## config.mk

```make
export PLATFORM = sky130hd
export DESIGN_NAME = frs_top
export DESIGN_NICKNAME = d
export VERILOG_FILES = /design/src/frs_pkg.sv /design/src/frs_top.sv /design/src/frs_sync.sv /design/src/frs_timer.sv
export SDC_FILE = /design/constraint.sdc
export NUM_CORES = 1
export LEC_CHECK = 0
export BUFFER_PORTS_ARGS = -buffer_cell sky130_fd_sc_hd__clkbuf_2
export CORE_ASPECT_RATIO = 1.25
export CORE_UTILIZATION = 55
export DETAILED_ROUTE_END_ITERATION = 8
export GPL_TIMING_DRIVEN = 0
export MAX_ROUTING_LAYER = met4
export PLACE_DENSITY = 0.87
export SYNTH_ARGS = -nofsm -noshare
export SYNTH_HDL_FRONTEND = slang
export SYNTH_SLANG_ARGS = --single-unit
```

## constraint.sdc

```tcl
create_clock -name clk -period 4.49 [get_ports clk]
set_input_delay 1.1225 -clock clk [delete_from_list [all_inputs] [get_ports clk]]
set_output_delay 1.1225 -clock clk [all_outputs]
set_load 0.05 [all_outputs]
```

## src/frs_pkg.sv

```systemverilog
// Purpose: Shared constants for the fault restart sequencer.
// Assumes: 50 MHz clk, classic Wishbone register access.
// Notes:   Offsets are byte addresses of aligned 32-bit words.
package frs_pkg;

   // Register byte offsets
   localparam logic [7:0] ADR_RESP     = 8'h00;
   localparam logic [7:0] ADR_UNIT     = 8'h04;
   localparam logic [7:0] ADR_OPER     = 8'h08;
   localparam logic [7:0] ADR_CLEAR    = 8'h0c;
   localparam logic [7:0] ADR_STATUS   = 8'h10;
   localparam logic [7:0] ADR_IRQ_STAT = 8'h14;
   localparam logic [7:0] ADR_IRQ_CLR  = 8'h18;
   localparam logic [7:0] ADR_IRQ_EN   = 8'h1c;

   // Fields of the overcurrent response setting
   localparam int RESP_HI  = 7;
   localparam int RESP_LO  = 6;
   localparam int RETRY_HI = 5;
   localparam int RETRY_LO = 3;
   localparam int DELAY_HI = 2;
   localparam int DELAY_LO = 0;

   // Response codes
   localparam logic [1:0] RSP_IGNORE  = 2'h0;
   localparam logic [1:0] RSP_COND_CC = 2'h1;
   localparam logic [1:0] RSP_DLY_CC  = 2'h2;
   localparam logic [1:0] RSP_DISABLE = 2'h3;

   // Retry codes
   localparam logic [2:0] RETRY_NONE = 3'h0;
   localparam logic [2:0] RETRY_CONT = 3'h7;

   // Clear register bits
   localparam int CLR_CMD_BIT  = 0;
   localparam int CLR_STAT_BIT = 1;

   // Status register bits
   localparam int ST_FAULT  = 0;
   localparam int ST_OUT_EN = 1;
   localparam int ST_LIMIT  = 2;
   localparam int ST_ATT_LO = 8;

   // Interrupt event bits
   localparam int IRQ_W     = 3;
   localparam int EV_FAULT  = 0;
   localparam int EV_RETRY  = 1;
   localparam int EV_LOCKED = 2;

   // Reset values
   localparam logic [7:0] RESP_RST = 8'hc0;
   localparam logic       OPER_RST = 1'b0;

   // Delay time unit default: 1000 us at the clk rate
   localparam int CLK_MHZ      = 50;
   localparam int UNIT_US_RST  = 1000;
   localparam logic [15:0] UNIT_CYC_RST = 16'(UNIT_US_RST * CLK_MHZ);

   // Sequencer states, Gray along off-run-hold-wait-locked
   typedef enum logic [2:0] {
      ST_OFF    = 3'b000,
      ST_RUN    = 3'b001,
      ST_HOLD   = 3'b011,
      ST_WAIT   = 3'b010,
      ST_LOCKED = 3'b110
   } frs_state_e;

endpackage

```

## src/frs_top.sv

```systemverilog
// Purpose: Overcurrent fault restart sequencer with Wishbone registers.
// Assumes: Pins are asynchronous; bias loss is seen as rst_n.
// Notes:   Output enable is the converter's power stage enable.
//
// The Wishbone slave port and the register addresses were decided locally.
`timescale 1ns/10ps
`default_nettype none
module frs_top
(
   // Clock and reset
   input  wire logic        clk,
   input  wire logic        rst_n,
   // Wishbone slave
   input  wire logic        wb_cyc_i,
   input  wire logic        wb_stb_i,
   input  wire logic        wb_we_i,
   input  wire logic [7:0]  wb_adr_i,
   input  wire logic [3:0]  wb_sel_i,
   input  wire logic [31:0] wb_dat_i,
   output var  logic [31:0] wb_dat_o,
   output var  logic        wb_ack_o,
   // Converter pins
   input  wire logic        oc_fault_pin,
   input  wire logic        low_vout_pin,
   input  wire logic        ctrl_on_pin,
   output var  logic        output_enable,
   output var  logic        current_limit,
   // Interrupt
   output var  logic        irq
);

   // Pin synchronisation
   logic [2:0] pins_s;
   logic       oc_s;
   logic       lv_s;
   logic       ctrl_s;

   frs_sync #(.W(3)) u_sync
   (
      .clk   (clk),
      .rst_n (rst_n),
      .d     ({oc_fault_pin, low_vout_pin, ctrl_on_pin}),
      .q     (pins_s)
   );

   assign oc_s   = pins_s[2];
   assign lv_s   = pins_s[1];
   assign ctrl_s = pins_s[0];

   // Register state
   localparam int IRQ_W = frs_pkg::IRQ_W;

   logic [7:0]       resp_q;
   logic [15:0]      unit_q;
   logic             oper_q;
   logic             fault_q;
   logic [IRQ_W-1:0] irq_stat_q;
   logic [IRQ_W-1:0] irq_en_q;
   logic             ack_q;
   logic [31:0]      rdat_q;

   // Fields
   logic [1:0] resp_f;
   logic [2:0] retry_f;
   logic [2:0] delay_f;

   assign resp_f  = resp_q[frs_pkg::RESP_HI:frs_pkg::RESP_LO];
   assign retry_f = resp_q[frs_pkg::RETRY_HI:frs_pkg::RETRY_LO];
   assign delay_f = resp_q[frs_pkg::DELAY_HI:frs_pkg::DELAY_LO];

   // Bus decode
   logic bus_req;
   logic wr_stb;
   logic clr_cmd;
   logic clr_stat;

   assign bus_req = wb_cyc_i && wb_stb_i && !ack_q;
   assign wr_stb  = bus_req && wb_we_i && wb_sel_i[0];
   assign clr_cmd = wr_stb && (wb_adr_i == frs_pkg::ADR_CLEAR)
                    && wb_dat_i[frs_pkg::CLR_CMD_BIT];
   assign clr_stat = wr_stb && (wb_adr_i == frs_pkg::ADR_CLEAR)
                     && wb_dat_i[frs_pkg::CLR_STAT_BIT];

   // Commanded on: operation command and control pin together
   logic on_cmd;
   logic on_cmd_q;
   logic on_rise;
   logic fault_clear;

   assign on_cmd  = oper_q && ctrl_s;
   assign on_rise = on_cmd && !on_cmd_q;
   // Any clearing event not met by a new fault in the same cycle drops the latched fault
   assign fault_clear = clr_cmd || clr_stat || on_rise;

   // Sequencer
   frs_pkg::frs_state_e state_q;
   frs_pkg::frs_state_e state_d;
   logic [2:0]          att_q;
   logic                tmr_start;
   logic                tmr_busy;
   logic                tmr_done;
   logic                fault_ev;
   logic                retry_ev;
   logic                lock_ev;
   logic                shut_now;
   logic                can_retry;

   frs_timer #(.UW(16), .EW(3)) u_timer
   (
      .clk      (clk),
      .rst_n    (rst_n),
      .start    (tmr_start),
      .abort    (!on_cmd),
      .unit_cyc (unit_q),
      .exp_n    (delay_f),
      .busy     (tmr_busy),
      .done     (tmr_done)
   );

   // Fresh fault seen while the stage runs
   assign fault_ev = (state_q == frs_pkg::ST_RUN) && oc_s && on_cmd;

   // Response decides whether a run-time fault shuts down now
   always_comb
   begin
      shut_now = 1'b0;
      unique case (resp_f)
         frs_pkg::RSP_IGNORE:  shut_now = 1'b0;
         frs_pkg::RSP_COND_CC: shut_now = lv_s;
         frs_pkg::RSP_DLY_CC:  shut_now = 1'b0;
         frs_pkg::RSP_DISABLE: shut_now = 1'b1;
      endcase
   end

   // Retry budget left after a shutdown
   always_comb
   begin
      if (retry_f == frs_pkg::RETRY_NONE)
         can_retry = 1'b0;
      else if (retry_f == frs_pkg::RETRY_CONT)
         can_retry = 1'b1;
      else
         can_retry = (att_q < retry_f);
   end

   always_comb
   begin
      state_d   = state_q;
      tmr_start = 1'b0;
      retry_ev  = 1'b0;
      lock_ev   = 1'b0;
      if (!on_cmd)
      begin
         state_d = frs_pkg::ST_OFF;
      end
      else
      begin
         unique case (state_q)
            frs_pkg::ST_OFF:
            begin
               state_d = frs_pkg::ST_RUN;
            end
            frs_pkg::ST_RUN:
            begin
               if (oc_s && shut_now)
               begin
                  if (can_retry)
                  begin
                     state_d   = frs_pkg::ST_WAIT;
                     tmr_start = 1'b1;
                  end
                  else
                  begin
                     state_d = frs_pkg::ST_LOCKED;
                     lock_ev = 1'b1;
                  end
               end
               else if (oc_s && resp_f == frs_pkg::RSP_DLY_CC)
               begin
                  state_d   = frs_pkg::ST_HOLD;
                  tmr_start = 1'b1;
               end
            end
            frs_pkg::ST_HOLD:
            begin
               if (!oc_s)
               begin
                  state_d = frs_pkg::ST_RUN;
               end
               else if (tmr_done)
               begin
                  if (can_retry)
                  begin
                     state_d   = frs_pkg::ST_WAIT;
                     tmr_start = 1'b1;
                  end
                  else
                  begin
                     state_d = frs_pkg::ST_LOCKED;
                     lock_ev = 1'b1;
                  end
               end
            end
            frs_pkg::ST_WAIT:
            begin
               if (tmr_done)
               begin
                  state_d  = frs_pkg::ST_RUN;
                  retry_ev = 1'b1;
               end
            end
            frs_pkg::ST_LOCKED:
            begin
               if (fault_clear)
                  state_d = frs_pkg::ST_RUN;
            end
            default:
            begin
               state_d = frs_pkg::ST_OFF;
            end
         endcase
      end
   end

   always_ff @(posedge clk or negedge rst_n)
   begin
      if (!rst_n)
         state_q <= frs_pkg::ST_OFF;
      else
         state_q <= state_d;
   end

   always_ff @(posedge clk or negedge rst_n)
   begin
      if (!rst_n)
         on_cmd_q <= 1'b0;
      else
         on_cmd_q <= on_cmd;
   end

   // Attempt counter
   always_ff @(posedge clk or negedge rst_n)
   begin
      if (!rst_n)
         att_q <= '0;
      else if (!on_cmd || fault_clear)
         att_q <= '0;
      else if (retry_ev && retry_f != frs_pkg::RETRY_CONT)
         att_q <= att_q + 3'h1;
   end

   // Latched fault status; a new fault beats a clear
   always_ff @(posedge clk or negedge rst_n)
   begin
      if (!rst_n)
         fault_q <= 1'b0;
      else if (fault_ev)
         fault_q <= 1'b1;
      else if (fault_clear)
         fault_q <= 1'b0;
   end

   // Power stage outputs
   always_ff @(posedge clk or negedge rst_n)
   begin
      if (!rst_n)
      begin
         output_enable <= 1'b0;
         current_limit <= 1'b0;
      end
      else
      begin
         output_enable <= (state_d == frs_pkg::ST_RUN)
                          || (state_d == frs_pkg::ST_HOLD);
         current_limit <= oc_s && ((state_d == frs_pkg::ST_RUN)
                          || (state_d == frs_pkg::ST_HOLD));
      end
   end

   // Writable registers
   always_ff @(posedge clk or negedge rst_n)
   begin
      if (!rst_n)
      begin
         resp_q   <= frs_pkg::RESP_RST;
         unit_q   <= frs_pkg::UNIT_CYC_RST;
         oper_q   <= frs_pkg::OPER_RST;
         irq_en_q <= '0;
      end
      else if (wr_stb)
      begin
         unique case (wb_adr_i)
            frs_pkg::ADR_RESP:   resp_q <= wb_dat_i[7:0];
            frs_pkg::ADR_UNIT:
            begin
               unit_q[7:0] <= wb_dat_i[7:0];
               if (wb_sel_i[1])
                  unit_q[15:8] <= wb_dat_i[15:8];
            end
            frs_pkg::ADR_OPER:   oper_q <= wb_dat_i[0];
            frs_pkg::ADR_IRQ_EN: irq_en_q <= wb_dat_i[IRQ_W-1:0];
            default:             ;
         endcase
      end
   end

   // Sticky events; a set in the same cycle as its clear wins
   logic [IRQ_W-1:0] ev_set;
   logic [IRQ_W-1:0] ev_clr;

   assign ev_set = {lock_ev, retry_ev, fault_ev};
   assign ev_clr = (wr_stb && wb_adr_i == frs_pkg::ADR_IRQ_CLR)
                   ? wb_dat_i[IRQ_W-1:0] : '0;

   always_ff @(posedge clk or negedge rst_n)
   begin
      if (!rst_n)
         irq_stat_q <= '0;
      else
         irq_stat_q <= (irq_stat_q & ~ev_clr) | ev_set;
   end

   always_ff @(posedge clk or negedge rst_n)
   begin
      if (!rst_n)
         irq <= 1'b0;
      else
         irq <= |(irq_stat_q & irq_en_q);
   end

   // Read mux, registered with the acknowledge
   logic [31:0] rdat_d;

   always_comb
   begin
      rdat_d = '0;
      unique case (wb_adr_i)
         frs_pkg::ADR_RESP:     rdat_d[7:0] = resp_q;
         frs_pkg::ADR_UNIT:     rdat_d[15:0] = unit_q;
         frs_pkg::ADR_OPER:     rdat_d[0] = oper_q;
         frs_pkg::ADR_STATUS:
         begin
            rdat_d[frs_pkg::ST_FAULT]  = fault_q;
            rdat_d[frs_pkg::ST_OUT_EN] = output_enable;
            rdat_d[frs_pkg::ST_LIMIT]  = current_limit;
            rdat_d[6:4]                = state_q;
            rdat_d[frs_pkg::ST_ATT_LO +: 3] = att_q;
         end
         frs_pkg::ADR_IRQ_STAT: rdat_d[IRQ_W-1:0] = irq_stat_q;
         frs_pkg::ADR_IRQ_EN:   rdat_d[IRQ_W-1:0] = irq_en_q;
         default:               rdat_d = '0;
      endcase
   end

   // One wait state: ack rises the cycle after the request, then drops
   always_ff @(posedge clk or negedge rst_n)
   begin
      if (!rst_n)
      begin
         ack_q  <= 1'b0;
         rdat_q <= '0;
      end
      else
      begin
         ack_q <= bus_req;
         if (bus_req && !wb_we_i)
            rdat_q <= rdat_d;
      end
   end

   assign wb_ack_o = ack_q;
   assign wb_dat_o = rdat_q;

endmodule
`default_nettype wire

```

## src/frs_sync.sv

```systemverilog
// Purpose: Two flip-flop synchroniser for asynchronous pins.
// Assumes: Each bit is an independent level.
// Notes:   First stage feeds only the second stage.
`timescale 1ns/10ps
`default_nettype none
module frs_sync
#(
   parameter int W = 1
)
(
   // Clock and reset
   input  wire logic         clk,
   input  wire logic         rst_n,
   // Data
   input  wire logic [W-1:0] d,
   output var  logic [W-1:0] q
);

   logic [W-1:0] meta_q;

   always_ff @(posedge clk or negedge rst_n)
   begin
      if (!rst_n)
      begin
         meta_q <= '0;
         q      <= '0;
      end
      else
      begin
         meta_q <= d;
         q      <= meta_q;
      end
   end

endmodule
`default_nettype wire

```

## src/frs_timer.sv

```systemverilog
// Purpose: Interval timer of two to the power n delay time units.
// Assumes: unit_cyc is clk cycles per unit; zero counts as one.
// Notes:   done is a one-cycle pulse; start restarts a running timer.
`timescale 1ns/10ps
`default_nettype none
module frs_timer
#(
   parameter int UW = 16,
   parameter int EW = 3
)
(
   // Clock and reset
   input  wire logic          clk,
   input  wire logic          rst_n,
   // Control
   input  wire logic          start,
   input  wire logic          abort,
   input  wire logic [UW-1:0] unit_cyc,
   input  wire logic [EW-1:0] exp_n,
   // Result
   output var  logic          busy,
   output var  logic          done
);

   localparam int CW = (1 << EW) + 1;

   if (UW < 1 || EW < 1 || EW > 4)
   begin : g_bad_width
      $error("frs_timer: unsupported widths");
   end

   logic [UW-1:0] pre_q;
   logic [CW-1:0] units_q;
   logic [CW-1:0] target;
   logic          tick;

   assign target = CW'(1) << exp_n;
   assign tick   = busy && (pre_q + UW'(1) >= unit_cyc);

   always_ff @(posedge clk or negedge rst_n)
   begin
      if (!rst_n)
      begin
         pre_q   <= '0;
         units_q <= '0;
         busy    <= 1'b0;
         done    <= 1'b0;
      end
      else
      begin
         done <= 1'b0;
         if (abort)
         begin
            busy <= 1'b0;
         end
         else if (start)
         begin
            pre_q   <= '0;
            units_q <= '0;
            busy    <= 1'b1;
         end
         else if (tick)
         begin
            pre_q   <= '0;
            units_q <= units_q + CW'(1);
            if (units_q + CW'(1) == target)
            begin
               busy <= 1'b0;
               done <= 1'b1;
            end
         end
         else if (busy)
         begin
            pre_q <= pre_q + UW'(1);
         end
      end
   end

endmodule
`default_nettype wire

```

# Word level (Yosys, flattened, before mapping)

Cells that the tools add are included.

Shift operators: 1
Eq/ne operators: 21
Reduce and logical (&&, ||, !) cells: 44
$add $sub $neg: 3
Order comparisons: 2
Bitwise logic cells: 4
Multiplexer cells: 53

Operator list:

| cell                    | count |
|---|---|
| $mux W16                | 3 |
| $mux W3                 | 11 |
| $eq A8 B5 Y1 const B    | 4 |
| $mux W1                 | 26 |
| $logic_and A1 B1 Y1     | 18 |
| $mux W9                 | 2 |
| $add A16 B1 Y16 const B | 1 |
| $eq A8 B4 Y1 const B    | 2 |
| $ge A16 B16 Y1          | 1 |
| $pmux W3 S5             | 1 |
| $reduce_and A2 Y1       | 7 |
| $pmux W2 S5             | 1 |
| $add A9 B1 Y9 const B   | 1 |
| $eq A3 B2 Y1 const B    | 3 |
| $eq A9 B9 Y1            | 1 |
| $pmux W3 S3             | 1 |
| $shl A1 B3 Y9 const A   | 1 |
| $eq A8 B3 Y1 const B    | 1 |
| $logic_not A8 Y1        | 1 |
| $pmux W1 S2             | 4 |
| $and A3 B3 Y3           | 2 |
| $eq A3 B1 Y1 const B    | 2 |
| $eq A3 B3 Y1 const B    | 2 |
| $logic_not A3 Y1        | 2 |
| 20 further kinds        | 30 |

Input port bits: 52
Register bits: 92
Output and inout port bits: 36
Logic and storage cells: 149

# Longest topological paths before layout

Gate-level depths: netlist (run 1).

Depth in word-level cells: 14
Gate-level depth with buffers: 13
Gate-level depth less buffers: 12

# Hierarchy

A second synthesis (run 1) with hierarchy kept.

Cells, all modules: 541
Area total of the unflattened synthesis: 5415.2 µm²

Modules (own cells, without submodules):

| module    | seq. area each (µm²) | area an instance (µm²) | cells an instance | instances |
|---|---|---|---|---|
| frs_top   | 1486.4               | 2881.5                 | 255               | 1 |
| frs_timer | 675.6                | 2383.5                 | 280               | 1 |
| frs_sync  | 150.1                | 150.1                  | 6                 | 1 |

# Worst setup path after synthesis (run 1)

Ideal clock, no wire load.

Kind: reg-to-reg
Start: register u_timer.pre_q[0]
End: register u_timer.units_q[7]
Stages on the path, launching flop included: 14
Arrival time: 3147 ps
Setup time: 104 ps
Path buffers: 1
Data required time: 4386 ps
Slack: 1239 ps
Clock period less this slack: 3251 ps
Path through: dfrtp_1 -> ha_1 -> nand3_1 -> nor4_2 -> nand3_1 -> xnor2_1 -> ha_1 -> nand2_1 -> a311oi_1 -> nor2_1 -> a211o_1 -> or3_1 -> buf_6 -> o41ai_4

Longest elaborated chain between the ends: 5

RTL lines:

| element                      | line            | text |
|---|---|---|
| from (decl)                  | frs_timer.sv:32 | `logic [UW-1:0] pre_q;` |
| from (signal assigned)       | frs_timer.sv:74 | `pre_q <= pre_q + UW'(1);` |
| $add A16 B1 Y16              | frs_timer.sv:38 | `assign tick = busy && (pre_q + UW'(1) >= unit_cyc);` |
| $ge A16 B16 Y1               | frs_timer.sv:38 |  |
| $logic_and A1 B1 Y1          | frs_timer.sv:38 |  |
| $reduce_bool A2 Y1 (no line) | -               |  |
| $reduce_and A2 Y1 (no line)  | -               |  |
| to (signal assigned)         | frs_timer.sv:65 | `units_q <= units_q + CW'(1);` |
| to (decl)                    | frs_timer.sv:33 | `logic [CW-1:0] units_q;` |

Every way passes these cells.
A chain may end at the register's enable or synchronous reset.

# Worst setup path in the final report (run 1)

Start: register u_timer.pre_q[0]
End: register u_timer.pre_q[12]

Longest elaborated chain between the ends: 5
Elaborated cells between the ends (all ways): 8
Classes of those cells: add/sub (1); order compare (1); mux (3); reduce/logical (3)

RTL lines:

| element                                                         | line |
|---|---|
| $add A16 B1 Y16 *                                               | frs_timer.sv:38, frs_timer.sv:74 |
| $ge A16 B16 Y1                                                  | frs_timer.sv:38 |
| $logic_and A1 B1 Y1                                             | frs_timer.sv:38 |
| $reduce_bool A3 Y1 (no line) / $mux W16 (equally long branches) | - |
| $reduce_and A2 Y1 (no line) / $mux W16 (equally long branches)  | - |

Mark *: on every way between the ends. The rest lies on a longest branch, timed or not. The select of a mux whose other input is x is not followed.

==> impl_metrics.env, run 1 <==
export IMPL_status="finished, final reports clean"
export IMPL_worst_ep_required_time_ps=4760
export IMPL_whs_path_depth=0
export IMPL_finalCritPeriodShare_pct=93.8
export IMPL_hold_violations=0
export IMPL_tightestPinTransition_ps=881
export IMPL_fp_dieH_microns=113
export IMPL_drtPass1Iterations=7
export IMPL_floorplan_rows=40
export IMPL_ctsHoldBuffers=0
export IMPL_syn_area_per_cell_sq_um=9.77
export IMPL_finalHoldWorstSlack_ps=360
export IMPL_finalWirelength_mm=13.9
export IMPL_slew_violations=0
export IMPL_final_critical_path_setup_slack_ps=279
export IMPL_worstPathCellList="ha_1 > nand3_1 > nor4_2 > nand3_1 > xnor2_1 > ha_1 > nand2_1 > o21ai_0 > nor4_1 > a211o_1 > clkbuf_1 > nand2_1 > o21ai_1"
export IMPL_layoutNonFillerInstCount=763
export IMPL_clock_transition_at_the_register_clock_pins_on_the_worst_setup_and_hold_paths_after_cts_ps=70
export IMPL_ctsResizeCount=0
export IMPL_area_delta_synth_final_pct=15.5
export IMPL_worst_path_largest_cell_delay_ps=540
export IMPL_fp_dieArea_sq_um=10200
export IMPL_critPathCaptureType="flip-flop"
export IMPL_vias_per_cell=6.24
export IMPL_grtUsageTotal_pct=29.5
export IMPL_timing_hold_worst_start="u_sync.meta_q[0]$_DFF_PN0_"
export IMPL_htreeDepth=3
export IMPL_global_route_wire_length_before_repair_mm=23.1
export IMPL_top_level_ports=88
export IMPL_yosys_top_cells_area="sky130_fd_sc_hd__dfrtp_1, sky130_fd_sc_hd__mux2_2, sky130_fd_sc_hd__ha_1, sky130_fd_sc_hd__nand2_1, sky130_fd_sc_hd__dfstp_2"
export IMPL_setup_repair_after_global_routing_missed_its_margin="no"
export IMPL_timing_max_cap_violations=0
export IMPL_cts_tree="yes"
export IMPL_fin_worst_skew_ps=10.2
export IMPL_synth_seq_cells=92
export IMPL_tritoncts_num_sinks=92
export IMPL_nets_finish=705
export IMPL_numPortBuffers=52
export IMPL_drt_antenna_violating_nets=0
export IMPL_placed_cell_area_sq_um=5900
export IMPL_initial_core_util_pct=56.5
export IMPL_cp_buffers_inverters=1
export IMPL_worst_setup_path_type="flip-flop to flip-flop"
export IMPL_setup_viol=0
export IMPL_path_delay_family="simple AND/OR/NAND/NOR gates"
export IMPL_synthesis_area_sq_um=5400
export IMPL_gpl_final_weighted_congestion=0.929
export IMPL_post_cts_repair_setup_buffers=0
export IMPL_number_of_global_route_vias_before_repair=4793
export IMPL_antennaDiodeCount=0
export IMPL_dominantRegCellSynth="sky130_fd_sc_hd__dfrtp_1"
export IMPL_worstReg2RegEnd="u_timer.pre_q[12]$_DFFE_PN0P_"
export IMPL_timing_slew_headroom_pct=41.0
export IMPL_place_detailed_hpwl_mm=9.66
export IMPL_reg2reg_depth=13
export IMPL_min_path_type="flip-flop to flip-flop"
export IMPL_clockRootBuffer="sky130_fd_sc_hd__clkbuf_16"
export IMPL_drt_drc_violations_left=0
export IMPL_antenna_found_initial=0
export IMPL_total_leakage_power_nw=2.82
export IMPL_yosys_area_top_type="sky130_fd_sc_hd__dfrtp_1"
export IMPL_worst_skew_pair_late_latency_ps=350
export IMPL_crit_reg2reg_launch="u_timer.pre_q[0]$_DFFE_PN0P_"
export IMPL_setup_worst_path_start_class="flip-flop"
export IMPL_finish_instance_area_sq_um=6240
export IMPL_worst_endpoint_arrival_ps=4480
export IMPL_drt_iter0_drc=589
export IMPL_syn_instance_count=553
export IMPL_timing_hold_worst_endpoint="u_sync.q[0]$_DFF_PN0_"
export IMPL_finalSetupTns_ps=0
export IMPL_grt_max_degree=52
export IMPL_worst_path_max_fanout=10
export IMPL_synth_cell_types=70
export IMPL_die_x_microns=90.6
export IMPL_detailroute_via_count=4759
export IMPL_clock_tree_buffer_depth=2
export IMPL_report_power_total_mw=1.81
export IMPL_synthArstFlopShare_pct=100
export IMPL_final_min_clock_period_ps=4210
export IMPL_seq_area_frac_synth_pct=42.8
export IMPL_synth_edff_count=0
export IMPL_fin_util_pct=65.2
export IMPL_routedWlPerCell_microns=18.2
export IMPL_tritoncts_buffers=9
export IMPL_fill_cells=720
export IMPL_maxClockFrequency_mhz=237
export IMPL_synthesis_yosys_warnings=0
export IMPL_place_worst_setup_slack_ps=437
export IMPL_core_area_sq_um=9560
export IMPL_crit_slowest_cell="sky130_fd_sc_hd__clkbuf_1"
export IMPL_final_layout_size_suffix_gt1_share_pct=22.6
export IMPL_yosys_area_top_type_share_pct=38.9
export IMPL_global_route_overflow_total=0
export IMPL_largest_voltage_drop_on_the_vdd_net_v=0.000233
export IMPL_dpl_cell_count=747
export IMPL_reg2reg_slack_ps=280
export IMPL_power_density_cell_area_nw_per_um2=291
## report_power, final
part | switching (mW) | internal [mW] | total, mW | leakage [nW]
Combinational | 0.0814 | 0.0328 | 0.114 | 1.43
Sequential | 0.00410 | 0.835 | 0.840 | 1.23
Clock | 0.360 | 0.498 | 0.858 | 0.156
Total | 0.446 | 1.37 | 1.81 | 2.82
## state kept, by name, summed over array words and instances, names as in the netlist
register	count
u_timer.units_q	9
u_timer.done	1
oper_q	1
irq	1
wb_ack_o	1
state_q	3
wb_dat_o	16
unit_q	16
u_sync.q	3
u_timer.busy	1
resp_q	8
u_timer.pre_q	16
current_limit	1
on_cmd_q	1
att_q	3
irq_en_q	3
fault_q	1
irq_stat_q	3
output_enable	1
u_sync.meta_q	3
## cell usage in the layout, fill, tap and decap left out, types with 5 or more instances in the layout
cell type                   netlist  routed
sky130_fd_sc_hd__clkbuf_1        18      18
sky130_fd_sc_hd__buf_4           16      16
sky130_fd_sc_hd__clkbuf_16        0       9
sky130_fd_sc_hd__mux2i_1          6       6
sky130_fd_sc_hd__dfstp_2          8       8
sky130_fd_sc_hd__or3_1            6       6
sky130_fd_sc_hd__conb_1           1      16
sky130_fd_sc_hd__nor2_1          24      24
sky130_fd_sc_hd__nor3_1           9       9
sky130_fd_sc_hd__o211ai_1         7       7
sky130_fd_sc_hd__nor4_1           7       7
sky130_fd_sc_hd__a32oi_1          5       5
sky130_fd_sc_hd__and3_1           5       5
sky130_fd_sc_hd__nand3_1         35      35
sky130_fd_sc_hd__dfrtp_1         84      84
sky130_fd_sc_hd__xnor2_1          9       9
sky130_fd_sc_hd__nand2_1         69      69
sky130_fd_sc_hd__o311ai_1         5       5
sky130_fd_sc_hd__o21a_1           9       9
sky130_fd_sc_hd__a21oi_1         11      11
sky130_fd_sc_hd__mux2_2          28      28
sky130_fd_sc_hd__clkbuf_2         0      51
sky130_fd_sc_hd__xor2_1          11      11
sky130_fd_sc_hd__o21ai_0         18      18
sky130_fd_sc_hd__nand4_1          9       9
sky130_fd_sc_hd__a221oi_1         5       5
sky130_fd_sc_hd__nor2b_1          5       5
sky130_fd_sc_hd__nand2b_1         6       6
sky130_fd_sc_hd__inv_1           26      26
sky130_fd_sc_hd__ha_1            21      21
sky130_fd_sc_hd__o21ai_1         12      12
## metal layers
layer	vias to the layer above	share of wire [%]	track usage, %
met2	265	50	47.9
met4	0	4.3	18.0
met3	61	7.2	5.11
li1	2161	-	-
met1	2272	38	34.1
met5	-	0	-
## area by class of cell
cell class / count / area [sq um] / area share [%]
clock inverters: 7 / 106 / 1.71
clock buffers: 9 / 225 / 3.61
flip-flops and latches: 92 / 2310 / 37.1
repair buffers: 53 / 290 / 4.65
multi-input cells: 410 / 2820 / 45.3
well taps: 126 / 158 / 2.53
plain buffers: 39 / 219 / 3.51
inverters: 27 / 101 / 1.63
## worst max path at each step
stage | from | cells past startpoint | endpoint
floorplan | u_timer.pre_q[0]$_DFFE_PN0P_ | 13 | u_timer.units_q[7]$_DFFE_PN0P_
global placement | u_timer.pre_q[0]$_DFFE_PN0P_ | 13 | u_timer.pre_q[12]$_DFFE_PN0P_
CTS | u_timer.pre_q[2]$_DFFE_PN0P_ | 13 | u_timer.pre_q[12]$_DFFE_PN0P_
detailed placement | u_timer.pre_q[2]$_DFFE_PN0P_ | 13 | u_timer.pre_q[9]$_DFFE_PN0P_
finish | u_timer.pre_q[0]$_DFFE_PN0P_ | 13 | u_timer.pre_q[12]$_DFFE_PN0P_
global route | u_timer.pre_q[2]$_DFFE_PN0P_ | 13 | u_timer.pre_q[12]$_DFFE_PN0P_
## cells by family after synthesis
kind of cell	synth area share [%]
XOR/XNOR	3.24
AO/OA/AOI/OAI	18.0
adder cells (fa/ha/maj)	4.87
buffers and inverters	5.93
other	0.0694
multiplexers	6.95
flip-flops	42.8
AND/OR/NAND/NOR	18.1
## cells in the mapped netlist, drive strengths merged (3+ instances only)
library cell and n:
a211o 4, a211oi 3, a21o 4, a21oi 11, a221oi 5, a222oi 4, a22oi 4, a31oi 3
a32oi 5, and2 4, and3 5, buf 21, clkbuf 18, dfrtp 84, dfstp 8, ha 21
inv 26, mux2 28, mux2i 6, nand2 69, nand2b 6, nand3 36, nand4 9, nor2 24
nor2b 5, nor3 9, nor4 10, nor4b 4, o211ai 9, o21a 9, o21ai 31, o311ai 5
o31ai 8, o32ai 3, or3 6, xnor2 9, xor2 11
## worst register-to-register path, cell delays in order, from the launching register on
cell                       delay, ps
sky130_fd_sc_hd__dfrtp_1         470
sky130_fd_sc_hd__ha_1            270
sky130_fd_sc_hd__nand3_1         230
sky130_fd_sc_hd__nor4_2          520
sky130_fd_sc_hd__nand3_1         160
sky130_fd_sc_hd__xnor2_1         230
sky130_fd_sc_hd__ha_1            270
sky130_fd_sc_hd__nand2_1          70
sky130_fd_sc_hd__o21ai_0         110
sky130_fd_sc_hd__nor4_1          500
sky130_fd_sc_hd__a211o_1         370
sky130_fd_sc_hd__clkbuf_1        540
sky130_fd_sc_hd__nand2_1         180
sky130_fd_sc_hd__o21ai_1         200
No activity file was read; power rests on OpenSTA's default activity.
==> run 2: changes to the inputs <==
--- a/config.mk
+++ b/config.mk
@@ -6,12 +6,14 @@
 export NUM_CORES = 1
 export LEC_CHECK = 0
 export BUFFER_PORTS_ARGS = -buffer_cell sky130_fd_sc_hd__clkbuf_2
+export CELL_PAD_IN_SITES_DETAIL_PLACEMENT = 1
+export CELL_PAD_IN_SITES_GLOBAL_PLACEMENT = 2
 export CORE_ASPECT_RATIO = 1.25
-export CORE_UTILIZATION = 55
+export CORE_UTILIZATION = 36
 export DETAILED_ROUTE_END_ITERATION = 8
 export GPL_TIMING_DRIVEN = 0
 export MAX_ROUTING_LAYER = met4
-export PLACE_DENSITY = 0.87
+export PLACE_DENSITY = 0.9
 export SYNTH_ARGS = -nofsm -noshare
 export SYNTH_HDL_FRONTEND = slang
 export SYNTH_SLANG_ARGS = --single-unit
==> run 2 against run 1 <==
Compared with the run above:
- the run now ends with design-rule violations left
- non-clock buffer count stayed put
- sequential share of layout area fell by 0.12 points
- register-to-register slack improved by 70 ps
- clock power shrank 13%
- largest cell class unchanged
- highest routed layer unchanged
==> impl_metrics.env, run 2 (same netlist as run 1, synthesis figures left out) <==
export IMPL_tritoncts_buffers=9
export IMPL_worst_endpoint_arrival_ps=4410
export IMPL_maxClockFrequency_mhz=242
export IMPL_report_power_total_mw=1.70
export IMPL_number_of_global_route_vias_before_repair=4996
export IMPL_grtUsageTotal_pct=21.9
export IMPL_most_used_cells_in_the_layout_excluding_fill_and_tap_cells="sky130_fd_sc_hd__dfrtp_1, sky130_fd_sc_hd__nand2_1, sky130_fd_sc_hd__clkbuf_2"
export IMPL_floorplan_rows=49
export IMPL_area_delta_synth_final_pct=15.8
export IMPL_internal_power_mw=1.27
export IMPL_worst_setup_path_type="flip-flop to flip-flop"
export IMPL_violations="design-rule violations"
export IMPL_status="finished, violations left"
export IMPL_setup_viol=0
export IMPL_antenna_found_initial=0
export IMPL_global_route_overflow_total=0
export IMPL_global_route_wire_length_before_repair_mm=26.0
export IMPL_setup_worst_path_start_class="flip-flop"
export IMPL_detailroute_via_count=4592
export IMPL_finalWirelength_mm=15.4
export IMPL_power_combinational_fraction_pct=6.8
export IMPL_cts_tree="yes"
export IMPL_die_x_microns=112
export IMPL_fill_cells=1687
export IMPL_fp_dieArea_sq_um=15500
export IMPL_finalCritPeriodShare_pct=92.2
export IMPL_final_layout_size_suffix_gt1_share_pct=22.6
export IMPL_power_density_cell_area_nw_per_um2=273
export IMPL_numPortBuffers=52
export IMPL_drtPass1Iterations=7
export IMPL_tritoncts_num_sinks=92
export IMPL_total_leakage_power_nw=2.81
export IMPL_switching_share_pct=25.8
export IMPL_nets_finish=705
export IMPL_critPathCaptureType="flip-flop"
export IMPL_worst_skew_pair_late_latency_ps=360
export IMPL_clock_transition_at_the_register_clock_pins_on_the_worst_setup_and_hold_paths_after_cts_ps=70
export IMPL_antennaDiodeCount=0
export IMPL_place_detailed_hpwl_mm=11.6
export IMPL_seq_power_share_pct=49.3
export IMPL_routedWlPerCell_microns=18.9
export IMPL_hold_violations=0
export IMPL_worst_ep_required_time_ps=4760
export IMPL_initial_core_util_pct=37.2
export IMPL_drt_antenna_violating_nets=0
export IMPL_timing_slew_headroom_pct=37.7
export IMPL_post_cts_repair_setup_buffers=0
export IMPL_vias_per_cell=5.63
export IMPL_clockRootBuffer="sky130_fd_sc_hd__clkbuf_16"
export IMPL_core_area_sq_um=14500
export IMPL_final_min_clock_period_ps=4140
export IMPL_largest_voltage_drop_on_the_vdd_net_v=0.000195
export IMPL_worst_path_max_fanout=10
export IMPL_setup_repair_after_global_routing_missed_its_margin="no"
export IMPL_grt_max_degree=54
export IMPL_tightestPinTransition_ps=927
export IMPL_drt_drc_violations_left=5
export IMPL_top_level_ports=88
export IMPL_timing_max_cap_violations=0
export IMPL_multi_input_comb_area_sq_um=2820
export IMPL_clkPwrFrac_pct=43.9
export IMPL_fp_dieH_microns=139
export IMPL_min_path_type="flip-flop to flip-flop"
export IMPL_drt_iter0_drc=232
export IMPL_fin_worst_skew_ps=7.90
export IMPL_gpl_final_weighted_congestion=0.873
export IMPL_seq_area_sq_um=2310
export IMPL_slew_violations=0
export IMPL_netSwitchingPower_mw=0.439
export IMPL_finalHoldWorstSlack_ps=356
export IMPL_layout_commonest_cell="sky130_fd_sc_hd__dfrtp_1"
export IMPL_clock_tree_buffer_depth=2
export IMPL_htreeDepth=3
export IMPL_finalSetupTns_ps=0
[run 2: through the flow]
| step | area [sq um] | util [%] | cells | setup slack (ps) |
|---|---|---|---|---|
| 3_3_place_gp | 5940 | 40.9 | 798 | 259 |
| 3_5_place_dp | 5970 | 41.1 | 799 | 152 |
| 6_report | 6260 | 43.1 | 815 | 352 |
| 4_1_cts | 6250 | 43.0 | 815 | 75.1 |
| 5_1_grt | 6260 | 43.1 | 815 | 7.71 |
| 2_1_floorplan | 5460 | - | 568 | 1240 |
[run 2: final cells by class]
class,count,share of cell area (%)
Multi-Input combinational cell,410,45.1
Sequential cell,92,37.0
Timing Repair Buffer,53,4.64
Clock buffer,11,3.88
Tap cell,178,3.56
Buffer,39,3.52
Inverter,27,1.62
Clock inverter,5,0.680
[run 2: power by group through the flow]
| stage | sequential [mW] | combinational (mW) | clock (mW) |
|---|---|---|---|
| after global placement | 0.856 | 0.111 | 0 |
| after CTS | 0.840 | 0.117 | 0.761 |
| after global routing | 0.840 | 0.127 | 0.787 |
| after detailed placement | 0.856 | 0.117 | 0 |
| after floorplan | 0.863 | 0.0601 | 0 |
| final | 0.840 | 0.116 | 0.749 |
[run 2: critical path: stages (launching register included)]
cell	delay (ps)
sky130_fd_sc_hd__dfrtp_1	430
sky130_fd_sc_hd__ha_1	280
sky130_fd_sc_hd__nand3_1	210
sky130_fd_sc_hd__nor4_2	590
sky130_fd_sc_hd__nand3_1	180
sky130_fd_sc_hd__xnor2_1	300
sky130_fd_sc_hd__ha_1	290
sky130_fd_sc_hd__nand2_1	80
sky130_fd_sc_hd__o21ai_0	120
sky130_fd_sc_hd__nor4_1	480
sky130_fd_sc_hd__a211o_1	410
sky130_fd_sc_hd__clkbuf_2	380
sky130_fd_sc_hd__nand3_1	130
sky130_fd_sc_hd__o21ai_1	160
[run 2: worst paths after layout]
check | from | end | slack (ps) | cells after the start
max | u_timer.pre_q[0]$_DFFE_PN0P_ | u_timer.pre_q[1]$_DFFE_PN0P_ | 350 | 13
min | u_sync.meta_q[0]$_DFF_PN0_ | u_sync.q[0]$_DFF_PN0_ | 360 | 0
max reg2reg | u_timer.pre_q[0]$_DFFE_PN0P_ | u_timer.pre_q[1]$_DFFE_PN0P_ | 350 | 13
min reg2reg | u_sync.meta_q[0]$_DFF_PN0_ | u_sync.q[0]$_DFF_PN0_ | 360 | 0
max in group asynchronous | rst_n | wb_dat_o[2]$_DFFE_PN0P_ | 3010 | 2
min in group asynchronous | rst_n | u_timer.pre_q[14]$_DFFE_PN0P_ | 790 | 1
[run 2: per-layer routing]
metal | vias to the layer above | wire length (microns) | global-route usage (%)
met4 | 0 | 340 | 8.53
met5 | - | 0 | -
met1 | 2310 | 6430 | 26.2
met3 | 26 | 485 | 2.32
li1 | 2163 | - | -
met2 | 93 | 8140 | 37.9
[run 2: timing repair]
action | in CTS | in global routing
gates resized for setup | 0 | 2
hold buffers | 0 | 0
setup endpoints to repair | 0 | 11
==> run 3: changes to the inputs <==
--- a/config.mk
+++ b/config.mk
@@ -9,6 +9,7 @@
 export CELL_PAD_IN_SITES_DETAIL_PLACEMENT = 1
 export CELL_PAD_IN_SITES_GLOBAL_PLACEMENT = 2
 export CORE_ASPECT_RATIO = 1.25
+export CORE_MARGIN = 4
 export CORE_UTILIZATION = 36
 export DETAILED_ROUTE_END_ITERATION = 8
 export GPL_TIMING_DRIVEN = 0
==> run 3 against run 2 <==
Compared with the run above:
- the flow now finishes without violations
- maximum frequency increased by 2.2%
- critical path type unchanged
- power grew 3.3%
- non-clock buffer count stayed put
- largest power group unchanged
- via count is 1.2% higher
- critical path depth unchanged
==> impl_metrics.env, run 3 (same netlist as run 1, synthesis figures left out) <==
export IMPL_worst_setup_path_type="flip-flop to flip-flop"
export IMPL_worst_ep_required_time_ps=4760
export IMPL_cpMostUsedCell="sky130_fd_sc_hd__nand3_1"
export IMPL_layout_commonest_cell="sky130_fd_sc_hd__dfrtp_1"
export IMPL_clockRootBuffer="sky130_fd_sc_hd__clkbuf_16"
export IMPL_antenna_found_initial=0
export IMPL_detailroute_via_count=4649
export IMPL_nets_finish=705
export IMPL_cp_buffers_inverters=2
export IMPL_netSwitchingPower_mw=0.440
export IMPL_drt_antenna_violating_nets=0
export IMPL_finalHoldWorstSlack_ps=357
export IMPL_global_route_overflow_total=0
export IMPL_clock_tree_buffer_depth=2
export IMPL_final_layout_size_suffix_gt1_share_pct=22.8
export IMPL_grtUsageTotal_pct=19.8
export IMPL_min_path_type="flip-flop to flip-flop"
export IMPL_maxClockFrequency_mhz=247
export IMPL_cts_tree="yes"
export IMPL_route_met2_wl_mm=8.79
export IMPL_topRoutingLayerUsed="met4"
export IMPL_power_combinational_fraction_pct=6.6
export IMPL_slew_violations=0
export IMPL_fp_dieArea_sq_um=17000
export IMPL_hold_violations=0
export IMPL_antennaDiodeCount=0
export IMPL_crit_slowest_cell="sky130_fd_sc_hd__nor4_2"
export IMPL_reg2reg_depth=13
export IMPL_path_delay_family="simple AND/OR/NAND/NOR gates"
export IMPL_post_cts_repair_setup_buffers=0
export IMPL_number_of_global_route_vias_before_repair=5129
export IMPL_worst_endpoint_arrival_ps=4320
export IMPL_setup_repair_after_global_routing_missed_its_margin="no"
export IMPL_drt_drc_violations_left=0
export IMPL_final_min_clock_period_ps=4050
export IMPL_tightestPinTransition_ps=894
export IMPL_timing_hold_worst_endpoint="u_sync.q[0]$_DFF_PN0_"
export IMPL_worst_skew_pair_late_latency_ps=350
export IMPL_seq_power_share_pct=47.7
export IMPL_initial_core_util_pct=37.2
export IMPL_switching_share_pct=25.0
export IMPL_setup_viol=0
export IMPL_tritoncts_num_sinks=92
export IMPL_finalWirelength_mm=16.1
export IMPL_critPathCaptureType="flip-flop"
export IMPL_finalCritPeriodShare_pct=90.2
export IMPL_area_delta_synth_final_pct=16.4
export IMPL_whs_path_depth=0
export IMPL_gpl_final_weighted_congestion=0.866
export IMPL_clkPwrFrac_pct=45.7
export IMPL_fin_util_pct=43.3
export IMPL_floorplan_rows=49
export IMPL_wl_on_met1_mm=6.55
export IMPL_die_x_microns=118
export IMPL_most_used_cells_in_the_layout_excluding_fill_and_tap_cells="sky130_fd_sc_hd__dfrtp_1, sky130_fd_sc_hd__nand2_1, sky130_fd_sc_hd__clkbuf_2"
export IMPL_internal_power_mw=1.32
export IMPL_routedWlPerCell_microns=19.7
export IMPL_tritoncts_buffers=9
export IMPL_worstReg2RegEnd="u_timer.pre_q[3]$_DFFE_PN0P_"
export IMPL_vias_per_cell=5.70
export IMPL_status="finished, final reports clean"
export IMPL_largest_voltage_drop_on_the_vdd_net_v=0.000148
export IMPL_place_detailed_hpwl_mm=12.1
export IMPL_clock_transition_at_the_register_clock_pins_on_the_worst_setup_and_hold_paths_after_cts_ps=70
export IMPL_crit_reg2reg_launch="u_timer.pre_q[2]$_DFFE_PN0P_"
export IMPL_fp_dieH_microns=145
export IMPL_drtPass1Iterations=5
export IMPL_timing_hold_worst_start="u_sync.meta_q[0]$_DFF_PN0_"
export IMPL_setup_worst_path_start_class="flip-flop"
export IMPL_grt_max_degree=54
export IMPL_total_leakage_power_nw=2.84
export IMPL_htreeDepth=3
export IMPL_fin_worst_skew_ps=8.27
export IMPL_reg2reg_slack_ps=440
export IMPL_finalSetupTns_ps=0
export IMPL_top_level_ports=88
export IMPL_drt_iter0_drc=229
export IMPL_power_density_cell_area_nw_per_um2=280
export IMPL_worstPathCellList="buf_2 > nand3_1 > nor4_2 > nand3_1 > xnor2_1 > ha_1 > a21oi_1 > o21ai_0 > nor4_1 > a211o_1 > clkbuf_2 > nand3_1 > o21ai_1"
export IMPL_worst_path_largest_cell_delay_ps=570
export IMPL_global_route_wire_length_before_repair_mm=26.8
export IMPL_timing_max_cap_violations=0
export IMPL_met3_wirelength_microns=419
export IMPL_ctsResizeCount=0
export IMPL_core_area_sq_um=14500
export IMPL_critical_path_startpoint="u_timer.pre_q[2]$_DFFE_PN0P_"
export IMPL_ctsHoldBuffers=0
export IMPL_numPortBuffers=52
export IMPL_worst_path_max_fanout=10
export IMPL_timing_slew_headroom_pct=39.9
-- run 3: cell types whose count changed in the layout (fill, tap and decap cells not counted), sizes merged --
cell and change:
bufinv +1, clkbuf -1, clkinv -1, inv +1
-- run 3: worst reg2reg max path: cells and delay by family, from the launching register on --
family / cells / cell delay (ps)
compound gates: 4 / 890
xor+xnor: 1 / 260
fa+ha+maj: 1 / 290
buf+inv: 2 / 570
flops: 1 / 320
simple gates: 5 / 1650
-- run 3: routing by layer --
metal,up-vias,track usage [%]
li1,2156,-
met1,2387,22.5
met2,76,35.8
met3,30,2.80
met4,0,6.45
met5,-,-
-- run 3: power by group through the flow --
stage | sequential, mW | combinational [mW] | clock, mW
2_1_floorplan | 0.863 | 0.0601 | 0
3_3_place_gp | 0.856 | 0.111 | 0
3_5_place_dp | 0.856 | 0.117 | 0
4_1_cts | 0.840 | 0.118 | 0.819
5_1_grt | 0.841 | 0.127 | 0.858
6_report | 0.840 | 0.116 | 0.804
-- run 3: area by class of cell --
type                    count  area [sq um]
fillers                  1711          8240
multi-input cells         410          2830
clock inverters             6          68.8
inverters                  27           101
clock buffers              10           239
flip-flops and latches     92          2310
repair buffers             53           290
well taps                 178           223
plain buffers              39           220
-- run 3: metrics by stage --
stage	instance area (sq um)	power (mW)	cells	setup slack, ps
final	6290	1.76	815	441
after global routing	6290	1.83	815	62.1
after CTS	6280	1.78	815	32.2
after detailed placement	5970	0.973	799	53.2
after global placement	5940	0.967	798	279
after floorplan	5460	0.923	568	1240
-- run 3: worst max-delay path by stage --
stage | endpoint | slack (ps) | cells past startpoint
after floorplan | u_timer.units_q[7]$_DFFE_PN0P_ | 1240 | 13
after global placement | u_timer.pre_q[12]$_DFFE_PN0P_ | 280 | 13
after detailed placement | u_timer.pre_q[14]$_DFFE_PN0P_ | 50 | 13
after CTS | u_timer.units_q[6]$_DFFE_PN0P_ | 30 | 13
after global routing | u_timer.pre_q[3]$_DFFE_PN0P_ | 60 | 13
final | u_timer.pre_q[3]$_DFFE_PN0P_ | 440 | 13
